`config.mk`:
```
export PLATFORM = sky130hd
export DESIGN_NAME = pcmh_port
export DESIGN_NICKNAME = d
export VERILOG_FILES = /design/src/rtl/pcmh_pkg.sv /design/src/rtl/pcmh_codec_if.sv /design/src/rtl/pcmh_port.sv /design/src/rtl/pcmh_codec.sv
export SDC_FILE = /design/constraint.sdc
export NUM_CORES = 1
export LEC_CHECK = 0
export BUFFER_PORTS_ARGS = -buffer_cell sky130_fd_sc_hd__clkbuf_2
export CORE_MARGIN = 2
export CORE_UTILIZATION = 30
export DETAILED_ROUTE_END_ITERATION = 10
export GPL_TIMING_DRIVEN = 0
export PLACE_DENSITY_LB_ADDON = 0.15
export SETUP_SLACK_MARGIN = 0.5
export SLEW_MARGIN = 20
export SYNTH_ARGS = -nofsm -noshare
export SYNTH_HDL_FRONTEND = slang
export SYNTH_SLANG_ARGS = --single-unit
```
`constraint.sdc`:
```
create_clock -name core_clk -period 5.15 [get_ports core_clk]
set_input_delay 1.2875 -clock core_clk [delete_from_list [all_inputs] [get_ports core_clk]]
set_output_delay 1.2875 -clock core_clk [all_outputs]
set_load 0.01 [all_outputs]
```
`src/rtl/pcmh_pkg.sv`:
```
// Constants shared by the PCM highway port and its sample coder.
// Assumes the register port carries 8-bit data and 8-bit addresses.
package pcmh_pkg;

  // ----------------------------------------
  // Register offsets
  // ----------------------------------------
  localparam logic [7:0] MODE_ADDR = 8'h35;
  localparam logic [7:0] TX_LO_ADDR = 8'h36;
  localparam logic [7:0] TX_HI_ADDR = 8'h37;
  localparam logic [7:0] RX_LO_ADDR = 8'h38;
  localparam logic [7:0] RX_HI_ADDR = 8'h39;
  localparam logic [7:0] STAT_ADDR = 8'h3A;

  // ----------------------------------------
  // Field positions and reset values
  // ----------------------------------------
  localparam int MODE_FMT_LSB = 0;
  localparam int MODE_INV_LSB = 2;
  localparam int MODE_TRI_BIT = 4;
  localparam int MODE_EN_BIT = 5;
  localparam logic [7:0] MODE_RST = 8'h00;
  localparam logic [7:0] START_RST = 8'h00;
  localparam int START_HI_BITS = 3;
  localparam int START_W = 11;
  localparam int CNT_W = 12;
  localparam logic [CNT_W-1:0] CNT_MAX = 12'hFFF;

  // ----------------------------------------
  // Sample formats and inversion choices
  // ----------------------------------------
  localparam logic [1:0] FMT_BIT_INVERSION_FIELD = 2'h0;
  localparam logic [1:0] FMT_MULAW = 2'h1;
  localparam logic [1:0] FMT_LIN8 = 2'h2;
  localparam logic [1:0] FMT_LIN16 = 2'h3;
  localparam logic [1:0] INV_NONE = 2'h0;
  localparam logic [1:0] INV_EVEN = 2'h1;
  localparam logic [1:0] INV_ALL = 2'h2;
  localparam logic [1:0] INV_ODD = 2'h3;
  localparam logic [7:0] MASK_EVEN = 8'h55;
  localparam logic [7:0] MASK_ODD = 8'hAA;
  localparam logic [7:0] MASK_ALL = 8'hFF;

  // ----------------------------------------
  // Slot lengths, counted in bit clocks
  // ----------------------------------------
  localparam logic [3:0] LEN8_LAST = 4'h7;
  localparam logic [3:0] LEN16_LAST = 4'hF;

endpackage : pcmh_pkg

```
`src/rtl/pcmh_codec_if.sv`:
```
// Carrier between the highway port and its sample coder.
// Words are left aligned: 8-bit codes sit in bits 15:8.
`timescale 1ns/100ps
interface pcmh_codec_if;
  logic [1:0] fmt;
  logic [1:0] inv;
  logic [15:0] txLin;
  logic [15:0] txWord;
  logic [15:0] rxWord;
  logic [15:0] rxLin;
  modport port (output fmt, output inv, output txLin, input txWord, output rxWord,
    input rxLin);
  modport coder (input fmt, input inv, input txLin, output txWord, input rxWord,
    output rxLin);
endinterface : pcmh_codec_if

```
`src/rtl/pcmh_port.sv`:
```
// PCM highway port: slot counting, transmit and receive shifting, registers.
// Assumes the highway master drives the bit clock and frame marker;
// both are sampled by core_clk, so the bit clock must stay well below it.
`timescale 1ns/100ps

// Functional notes
// - Frames of 4 to 128 byte slots, bit clock 256 kHz to 8.192 MHz.
// - Bit clocks of 768 kHz, 1.536 MHz and 1.544 MHz also work.
// - Transmit and receive slots start from separate start counts.
// - A start count beyond the frame length never matches; no transfer.
// - The transmit start count may change at any time.
// - Transmit line is released except during its own sample.
// - A mode bit picks release on falling edge in LSB or next rising edge.
// - Start counts cover long/short marker, IDL2 and B1/B2 slot layouts.
// - Mode field picks A-law, mu-law, 8-bit linear or 16-bit linear.
// - Companded codes: sign, three chord bits, four step bits.
// - Inversion field: even bits, odd bits, all bits, or none, on companded codes.
// - Coding is symmetric; sign bit is zero for negative samples.
// - 16-bit linear is two's complement, sign first, not companded.
// - A 16-bit sample fills two adjacent slots in both directions.
// - 8-bit linear moves bytes without companding.
module pcmh_port (
  // Clock and reset
  input wire logic core_clk,
  input wire logic resetn,
  // Highway pins
  input wire logic bit_clock,
  input wire logic frame_marker,
  input wire logic receive_line,
  output logic transmit_line,
  output logic transmit_line_oe,
  // Register port
  input wire logic regWrEn,
  input wire logic [7:0] regAddr,
  input wire logic [7:0] regWrData,
  output logic [7:0] regRdData,
  // Sample stream
  input wire logic [15:0] txSample,
  output logic txTake,
  output logic [15:0] rxSample,
  output logic rxValid
);
  import pcmh_pkg::*;

  typedef enum logic {TX_IDLE, TX_SHIFT} pcmh_tx_e;
  typedef enum logic {RX_IDLE, RX_SHIFT} pcmh_rx_e;

  // ----------------------------------------
  // Registers
  // ----------------------------------------
  logic [7:0] mode_r;
  logic [7:0] txLo_r;
  logic [7:0] txHi_r;
  logic [7:0] rxLo_r;
  logic [7:0] rxHi_r;
  logic [7:0] rdData_r;

  wire [1:0] fmt = mode_r[MODE_FMT_LSB +: 2];
  wire [1:0] inv = mode_r[MODE_INV_LSB +: 2];
  wire triOnRise = mode_r[MODE_TRI_BIT];
  wire portEn = mode_r[MODE_EN_BIT];
  wire [START_W-1:0] txStart = {txHi_r[START_HI_BITS-1:0], txLo_r};
  wire [START_W-1:0] rxStart = {rxHi_r[START_HI_BITS-1:0], rxLo_r};
  wire isLin16 = (fmt == FMT_LIN16);
  wire [3:0] slotLast = isLin16 ? LEN16_LAST : LEN8_LAST;

  always_ff @(posedge core_clk or negedge resetn) begin
    if (!resetn) begin
      mode_r <= MODE_RST;
      txLo_r <= START_RST;
      txHi_r <= START_RST;
      rxLo_r <= START_RST;
      rxHi_r <= START_RST;
    end else if (regWrEn) begin
      // Transmit start is live: a new value takes effect at the next match
      case (regAddr)
        MODE_ADDR: mode_r <= regWrData;
        TX_LO_ADDR: txLo_r <= regWrData;
        TX_HI_ADDR: txHi_r <= regWrData;
        // No guard here; changing these during audio is software's burden
        RX_LO_ADDR: rxLo_r <= regWrData;
        RX_HI_ADDR: rxHi_r <= regWrData;
        default: ;
      endcase
    end
  end

  // ----------------------------------------
  // Pin synchronisers
  // ----------------------------------------
  logic clkS1_r;
  logic clkS2_r;
  logic clkD_r;
  logic fsS1_r;
  logic fsS2_r;
  logic rxS1_r;
  logic rxS2_r;

  always_ff @(posedge core_clk or negedge resetn) begin
    if (!resetn) begin
      clkS1_r <= 1'b0;
      clkS2_r <= 1'b0;
      clkD_r <= 1'b0;
      fsS1_r <= 1'b0;
      fsS2_r <= 1'b0;
      rxS1_r <= 1'b0;
      rxS2_r <= 1'b0;
    end else begin
      clkS1_r <= bit_clock;
      clkS2_r <= clkS1_r;
      clkD_r <= clkS2_r;
      fsS1_r <= frame_marker;
      fsS2_r <= fsS1_r;
      rxS1_r <= receive_line;
      rxS2_r <= rxS1_r;
    end
  end

  // Any bit clock rate well below core_clk works: only its edges are counted
  wire clkRise = clkS2_r & ~clkD_r;
  wire clkFall = ~clkS2_r & clkD_r;

  // ----------------------------------------
  // Bit clock counter
  // ----------------------------------------
  logic fsPrev_r;
  logic [CNT_W-1:0] bitCnt_r;
  logic frameSeen_r;

  wire frameStart = clkRise & fsS2_r & ~fsPrev_r;
  // Saturating count: a start beyond the frame never matches
  wire [CNT_W-1:0] bitCntNxt = frameStart ? '0 :
                               (bitCnt_r == CNT_MAX) ? CNT_MAX :
                               CNT_W'(bitCnt_r + 1'b1);

  always_ff @(posedge core_clk or negedge resetn) begin
    if (!resetn) begin
      fsPrev_r <= 1'b0;
      bitCnt_r <= CNT_MAX;
      frameSeen_r <= 1'b0;
    end else if (clkRise) begin
      fsPrev_r <= fsS2_r;
      bitCnt_r <= bitCntNxt;
      frameSeen_r <= frameSeen_r | frameStart;
    end
  end

  // Marker-to-data offset is all in the start count
  wire txMatch = clkRise & portEn & (bitCntNxt == {1'b0, txStart});
  wire rxMatch = clkRise & portEn & (bitCntNxt == {1'b0, rxStart});

  // ----------------------------------------
  // Sample coder
  // ----------------------------------------
  pcmh_codec_if cif ();
  logic [15:0] rxShift_r;

  assign cif.fmt = fmt;
  assign cif.inv = inv;
  assign cif.txLin = txSample;
  assign cif.rxWord = isLin16 ? rxShift_r : {rxShift_r[7:0], 8'h00};

  pcmh_codec uCodec (
    .cif(cif.coder)
  );

  // ----------------------------------------
  // Transmit shifter
  // ----------------------------------------
  pcmh_tx_e txState_r;
  logic [15:0] txShift_r;
  logic [3:0] txLeft_r;
  logic txBit_r;
  logic txOe_r;

  wire txStartNow = txMatch & (txState_r == TX_IDLE);
  wire txLast = (txState_r == TX_SHIFT) & (txLeft_r == 4'h0);
  // Falling release lets a neighbour drive the next slot without overlap
  wire txRelFall = txLast & clkFall & ~triOnRise;
  wire txRelRise = txLast & clkRise & triOnRise;
  wire txAdvance = (txState_r == TX_SHIFT) & clkRise & ~txLast;

  assign txTake = txStartNow;

  always_ff @(posedge core_clk or negedge resetn) begin
    if (!resetn) begin
      txState_r <= TX_IDLE;
      txShift_r <= 16'h0000;
      txLeft_r <= 4'h0;
      txBit_r <= 1'b0;
      txOe_r <= 1'b0;
    end else begin
      case (txState_r)
        TX_IDLE: begin
          if (txStartNow) begin
            txShift_r <= {cif.txWord[14:0], 1'b0};
            txBit_r <= cif.txWord[15];
            txLeft_r <= slotLast;
            txOe_r <= 1'b1;
            txState_r <= TX_SHIFT;
          end
        end
        TX_SHIFT: begin
          if (txRelFall || txRelRise) begin
            txOe_r <= 1'b0;
            txState_r <= TX_IDLE;
          end else if (txAdvance) begin
            txBit_r <= txShift_r[15];
            txShift_r <= {txShift_r[14:0], 1'b0};
            txLeft_r <= 4'(txLeft_r - 1'b1);
          end
        end
        default: txState_r <= TX_IDLE;
      endcase
    end
  end

  assign transmit_line = txBit_r;
  assign transmit_line_oe = txOe_r;

  // ----------------------------------------
  // Receive shifter
  // ----------------------------------------
  pcmh_rx_e rxState_r;
  logic [3:0] rxLeft_r;
  logic rxDone_r;
  logic rxValid_r;
  logic [15:0] rxSample_r;

  // Data and bit clock share the same sync delay, so the fall stays aligned
  wire rxSampleNow = (rxState_r == RX_SHIFT) & clkFall;

  always_ff @(posedge core_clk or negedge resetn) begin
    if (!resetn) begin
      rxState_r <= RX_IDLE;
      rxShift_r <= 16'h0000;
      rxLeft_r <= 4'h0;
      rxDone_r <= 1'b0;
    end else begin
      rxDone_r <= 1'b0;
      case (rxState_r)
        RX_IDLE: begin
          if (rxMatch) begin
            rxLeft_r <= slotLast;
            rxState_r <= RX_SHIFT;
          end
        end
        RX_SHIFT: begin
          if (rxSampleNow) begin
            rxShift_r <= {rxShift_r[14:0], rxS2_r};
            rxLeft_r <= 4'(rxLeft_r - 1'b1);
            if (rxLeft_r == 4'h0) begin
              rxDone_r <= 1'b1;
              rxState_r <= RX_IDLE;
            end
          end
        end
        default: rxState_r <= RX_IDLE;
      endcase
    end
  end

  always_ff @(posedge core_clk or negedge resetn) begin
    if (!resetn) begin
      rxValid_r <= 1'b0;
      rxSample_r <= 16'h0000;
    end else begin
      rxValid_r <= rxDone_r;
      if (rxDone_r) rxSample_r <= cif.rxLin;
    end
  end

  assign rxValid = rxValid_r;
  assign rxSample = rxSample_r;

  // ----------------------------------------
  // Register read-back
  // ----------------------------------------
  wire [7:0] statusWord = {5'h00, frameSeen_r, rxState_r == RX_SHIFT, txOe_r};
  wire [7:0] rdMux = (regAddr == MODE_ADDR) ? mode_r :
                     (regAddr == TX_LO_ADDR) ? txLo_r :
                     (regAddr == TX_HI_ADDR) ? txHi_r :
                     (regAddr == RX_LO_ADDR) ? rxLo_r :
                     (regAddr == RX_HI_ADDR) ? rxHi_r :
                     (regAddr == STAT_ADDR) ? statusWord : 8'h00;

  always_ff @(posedge core_clk or negedge resetn) begin
    if (!resetn) rdData_r <= 8'h00;
    else rdData_r <= rdMux;
  end

  assign regRdData = rdData_r;

endmodule : pcmh_port

```
`src/rtl/pcmh_codec.sv`:
```
// Combinational sample coder: linear to line word and back.
// Assumes 16-bit two's complement linear samples on the user side.
`timescale 1ns/100ps
module pcmh_codec (
  // Coder side of the carrier
  pcmh_codec_if.coder cif
);
  import pcmh_pkg::*;

  function automatic logic [16:0] absVal(input logic [15:0] s);
    absVal = s[15] ? 17'((~{1'b0, s}) + 17'h1_0000 + 17'h0_0001) : {1'b0, s};
  endfunction : absVal

  // Segmented codes: sign, three chord bits, four step bits
  function automatic logic [7:0] muEnc(input logic [15:0] s);
    logic [16:0] a;
    logic [14:0] m;
    logic [2:0] seg;
    a = absVal(s);
    m = a[16:2] > 15'd8158 ? 15'd8158 : a[16:2];
    m = 15'(m + 15'd33);
    seg = 3'd0;
    for (int i = 0; i < 8; i++) begin
      if (m[i+5]) seg = 3'(i);
    end
    // Shift widened to 4 bits: chord 7 needs a shift of 8, not a wrap to 0
    muEnc = {~s[15], seg, 4'(m >> (4'(seg) + 4'd1))};
  endfunction : muEnc

  function automatic logic [7:0] aEnc(input logic [15:0] s);
    logic [16:0] a;
    logic [13:0] m;
    logic [2:0] seg;
    a = absVal(s);
    m = a[16:3] > 14'd4095 ? 14'd4095 : a[16:3];
    seg = 3'd0;
    for (int i = 1; i < 8; i++) begin
      if (m[i+4]) seg = 3'(i);
    end
    aEnc = {~s[15], seg, (seg == 3'd0) ? m[4:1] : 4'(m >> seg)};
  endfunction : aEnc

  function automatic logic [15:0] muDec(input logic [7:0] c);
    logic [15:0] t;
    t = 16'(({9'h000, c[3:0], 3'h0} + 16'd132) << c[6:4]);
    t = 16'(t - 16'd132);
    muDec = c[7] ? t : 16'(-t);
  endfunction : muDec

  function automatic logic [15:0] aDec(input logic [7:0] c);
    logic [15:0] t;
    t = 16'({8'h00, c[3:0], 4'h0} + ((c[6:4] == 3'd0) ? 16'd8 : 16'd264));
    if (c[6:4] > 3'd1) t = 16'(t << (c[6:4] - 3'd1));
    aDec = c[7] ? t : 16'(-t);
  endfunction : aDec

  // ----------------------------------------
  // Inversion applies to companded codes only
  // ----------------------------------------
  wire [7:0] invMask = (cif.inv == INV_EVEN) ? MASK_EVEN :
                       (cif.inv == INV_ALL) ? MASK_ALL :
                       (cif.inv == INV_ODD) ? MASK_ODD : 8'h00;
  wire [7:0] rxCode = cif.rxWord[15:8] ^ invMask;

  // ----------------------------------------
  // Format selection
  // ----------------------------------------
  assign cif.txWord = (cif.fmt == FMT_BIT_INVERSION_FIELD) ? {aEnc(cif.txLin) ^ invMask, 8'h00} :
                      (cif.fmt == FMT_MULAW) ? {muEnc(cif.txLin) ^ invMask, 8'h00} :
                      (cif.fmt == FMT_LIN8) ? {cif.txLin[15:8], 8'h00} :
                      cif.txLin;
  assign cif.rxLin = (cif.fmt == FMT_BIT_INVERSION_FIELD) ? aDec(rxCode) :
                     (cif.fmt == FMT_MULAW) ? muDec(rxCode) :
                     (cif.fmt == FMT_LIN8) ? {cif.rxWord[15:8], 8'h00} :
                     cif.rxWord;

endmodule : pcmh_codec

```
==> results.tsv <==
stage	metric	value	unit
cts	cts_root_buffer	clkbuf_16	
sta	finalHoldViolCount	0	
floorplanning	rows	67	
synthesis	ys.flop_type	dfrtp_1	
synthesis	synth_seq_area_share	32.4	%
floorplanning	die_h	187	um
cts	cts_htree_levels	4	
sta	max_slew.worst_pin.slew	0.978	ns
sta	slew_headroom	34.5	%
run	maxCapViolations	0	
run_status	violations	negative setup slack	
global_routing	grt_pass1_vias	9550	
route	drt-initial-drc-count	842	
min_path	hp-start	clkS1_r$_DFF_PN0_	
power	total_leakage_power	5.43	nW
critical_path	critPathLaunch	txSample[6]	
critical_path	crit_path_start_kind	input port	
placement	io_buffers	58	
cells_and_area	final_area	12800	sq um
synthesis	ys_types	95	
route	wl_per_cell	19.3	um
synthesis	synthXorXnorAreaFrac	7.04	%
floorplanning	dieArea	35100	sq um
sta	whs	0.347	ns
route	drc	0	
placement	placed_area	11100	sq um
synthesis	synth_compound_area_share	24.0	%
route	ant_nets	0	
sta	grt_setup_unrepaired	true	
cts	hold_buffers	0	
global_routing	grt_overflow_total	0	
run_status	status	finished with violations	
critical_path	cp.arrival	5.94	ns
synthesis	netlist.area_leader.share	29.3	%
synthesis	yosysWarnings	0	
critical_path	crit_chain	clkbuf_16, or4_4, buf_8, or4_4, buf_6, a41oi_4, a221o_2, nand2_2, nor2_4, ha_4, or4b_4, o311ai_4, buf_6, a31oi_4, buf_6, a31oi_4, or4_4, nand2_4, a2111oi_4, mux2_4, o31ai_2	
sta	slew_viol_final	0	
synthesis	synthMuxAreaShare	9.21	%
cells_and_area	num-nets-final	1392	
floorplanning	die_w	187	um
cts	cts.path.max_buffers	2	
cells_and_area	area_growth	27.0	%
floorplanning	ios	66	
placement	placedCellCount	1718	
sta	finalSetupViolations	6	
cts	cts_made_buffers	17	
synthesis	synth_area_leader_cell	dfrtp_1	
synthesis	synth_simple_gate_area_share	21.6	%
sta	setup_tns	-1.96	ns
power	power.switching	1.53	mW
synthesis	synth_top_family_by_area	compound AO/OA/AOI/OAI gates	
cells_and_area	utilization	38.4	%
floorplanning	initial_core_util	30.3	%
global_routing	antenna_found_initial	0	
cells_and_area	diodes	0	
placement	post-dp-hpwl	26000	um
sta	period_share	109	%
sta	clock_skew	0.0135	ns
synthesis	synthCells	1211	
power	ir_worst_vdd	211	uV
route	dr.pass1.iters	6	
power	p_clk_share	30.1	%
power	p_int	2.63	mW
global_routing	grt_max_degree	79	
critical_path	reg2reg_from	mode_r[2]$_DFFE_PN0P_	
global_routing	grt_pass1_wl	54700	um
synthesis	synth-edff-count	0	
floorplanning	core	33300	sq um
cells_and_area	fin_cells	1798	
critical_path	critPathKind	in -> reg	
synthesis	synth_area	10100	sq um
cts	worst_skew_pair.late_latency	0.42	ns
synthesis	syn_avg_cell_area	8.32	sq um
route	vias_per_cell	5.51	
route	wirelength	34800	um
critical_path	cp_max_fo	6	
power	switching_share	36.7	%
synthesis	yosys_register_bits	130	
placement	gp_congestion	0.882	
cells_and_area	drive_gt1_share	26.4	%
cts	clkSinkCount	130	
power	power_frac_seq	30.5	%
cts	cts_tree	yes	
sta	min_period	5.61	ns
min_path	hp-class	reg -> reg	
synthesis	synthTopCellsByArea	dfrtp_1 (29%), nand2_1 (6.7%), mux2_2 (5.7%)	
cells_and_area	num-fill-cells	3434	
synthesis	synth_fa_ha_area_share	2.11	%
sta	fmax	178	MHz
power	power_frac_comb	39.5	%
sta	setup_slack	-0.464	ns
critical_path	cpPeakStageDelay	0.51	ns
cts	cts.reportedPaths.clkPinSlew	0.06	ns
synthesis	synth_async_sr_flop_share	100	%
route	vias	9899	
critical_path	slowest_stage	or4_4	
global_routing	grt_usage	19.6	%
critical_path	worst-r2r-setup-slack	0.66	ns
critical_path	crit_required	5.48	ns
synthesis	synth_nets	1266	
power	powerDensity	325	nW/um^2
critical_path	cp-end-kind	flip-flop	
## cells by family (layout without fill, tap and decap cells)
group	Yosys count	count (layout)
flops	130	130
fa+ha+maj	17	17
compound gates	347	347
buf+inv	94	233
xor+xnor	81	81
simple gates	459	459
mux	83	83
## cells in the mapped netlist (18+ instances only)
library cell,instances
a31oi_1,18
o21ai_0,64
nand2_1,180
a21oi_1,83
nor3_1,29
xor2_1,33
clkbuf_1,51
inv_1,27
dfrtp_1,118
mux2i_1,26
xnor2_1,48
mux2_2,51
nor2_1,97
nand3_1,28
and3_1,21
## placed cells by master, fill, tap and decap left out, types with 13 or more instances in the layout
cell type	Yosys	routed
a211oi_1	16	14
a21oi_1	83	76
a31oi_1	18	14
and3_1	21	20
buf_4	0	43
clkbuf_1	51	35
clkbuf_16	0	18
clkbuf_2	0	62
dfrtp_1	118	117
ha_1	17	13
inv_1	27	25
mux2_2	51	51
mux2i_1	26	23
nand2_1	180	173
nand3_1	28	26
nor2_1	97	93
nor3_1	29	23
o21ai_0	64	55
xnor2_1	48	44
xor2_1	33	32
## state kept, by name (all words and copies together) (netlist names), 8 cells and up
signal and cells:
rxSample 16, rxShift_r 16, txShift_r 15, bitCnt_r 12, mode_r 8, regRdData 8, rxHi_r 8, rxLo_r 8
txHi_r 8, txLo_r 8
## critical path: cells and delay by family
family / cells / cell delay, ns
multiplexers: 1 / 0.34
adder cells (fa/ha/maj): 1 / 0.15
AO/OA/AOI/OAI: 7 / 1.54
AND/OR/NAND/NOR: 7 / 1.86
buffers and inverters: 5 / 0.75
## worst paths after layout
| check | depth (start not counted) | end |
|---|---|---|
| max in group asynchronous | 2 | rxLeft_r[2]$_DFFE_PN0P_ |
| worst min register to register | 0 | clkS2_r$_DFF_PN0_ |
| min in group asynchronous | 1 | rxHi_r[7]$_DFFE_PN0P_ |
| worst min-delay path | 0 | clkS2_r$_DFF_PN0_ |
| worst max register to register | 17 | rxSample[13]$_DFFE_PN0P_ |
| worst max-delay path | 21 | txShift_r[12]$_DFFE_PN0P_ |
## routing by layer
| metal | vias up | share of wire (%) | GRT usage (%) |
|---|---|---|---|
| met4 | 0 | 1.7 | 4.82 |
| met2 | 262 | 46 | 30.9 |
| met1 | 4885 | 48 | 28.1 |
| met3 | 38 | 4.7 | 2.91 |
| li1 | 4714 | - | - |
| met5 | - | 0 | 0 |
## power groups by stage
| stage | clock, mW | combinational, mW | sequential (mW) |
|---|---|---|---|
| 6_report | 1.25 | 1.64 | 1.27 |
| 2_1_floorplan | 0 | 0.955 | 1.28 |
| 3_3_place_gp | 0 | 1.39 | 1.29 |
| 5_1_grt | 1.32 | 1.80 | 1.29 |
| 4_1_cts | 1.28 | 1.51 | 1.27 |
| 3_5_place_dp | 0 | 1.39 | 1.29 |
## cell type report
cell class / count / area, sq um / share of cell area [%]
clock inverters: 13 / 159 / 1.24
well taps: 448 / 561 / 4.38
repair buffers: 107 / 736 / 5.75
multi-input cells: 987 / 7180 / 56.1
plain buffers: 63 / 313 / 2.45
clock buffers: 19 / 453 / 3.54
inverters: 31 / 123 / 0.959
flip-flops and latches: 130 / 3270 / 25.6
## what timing repair did
action,CTS,global route
pin swaps,27,37
resized for setup,90,83
endpoints found under the hold margin,0,0
setup endpoints to repair,29,16
setup buffers,26,22
## through the flow
step	power (mW)	setup slack, ns
3_3_place_gp	2.67	-1.56
4_1_cts	4.07	-0.542
3_5_place_dp	2.67	-1.46
6_report	4.16	-0.464
2_1_floorplan	2.23	-0.782
5_1_grt	4.41	-0.582
No activity file was read; power rests on OpenSTA's default activity.
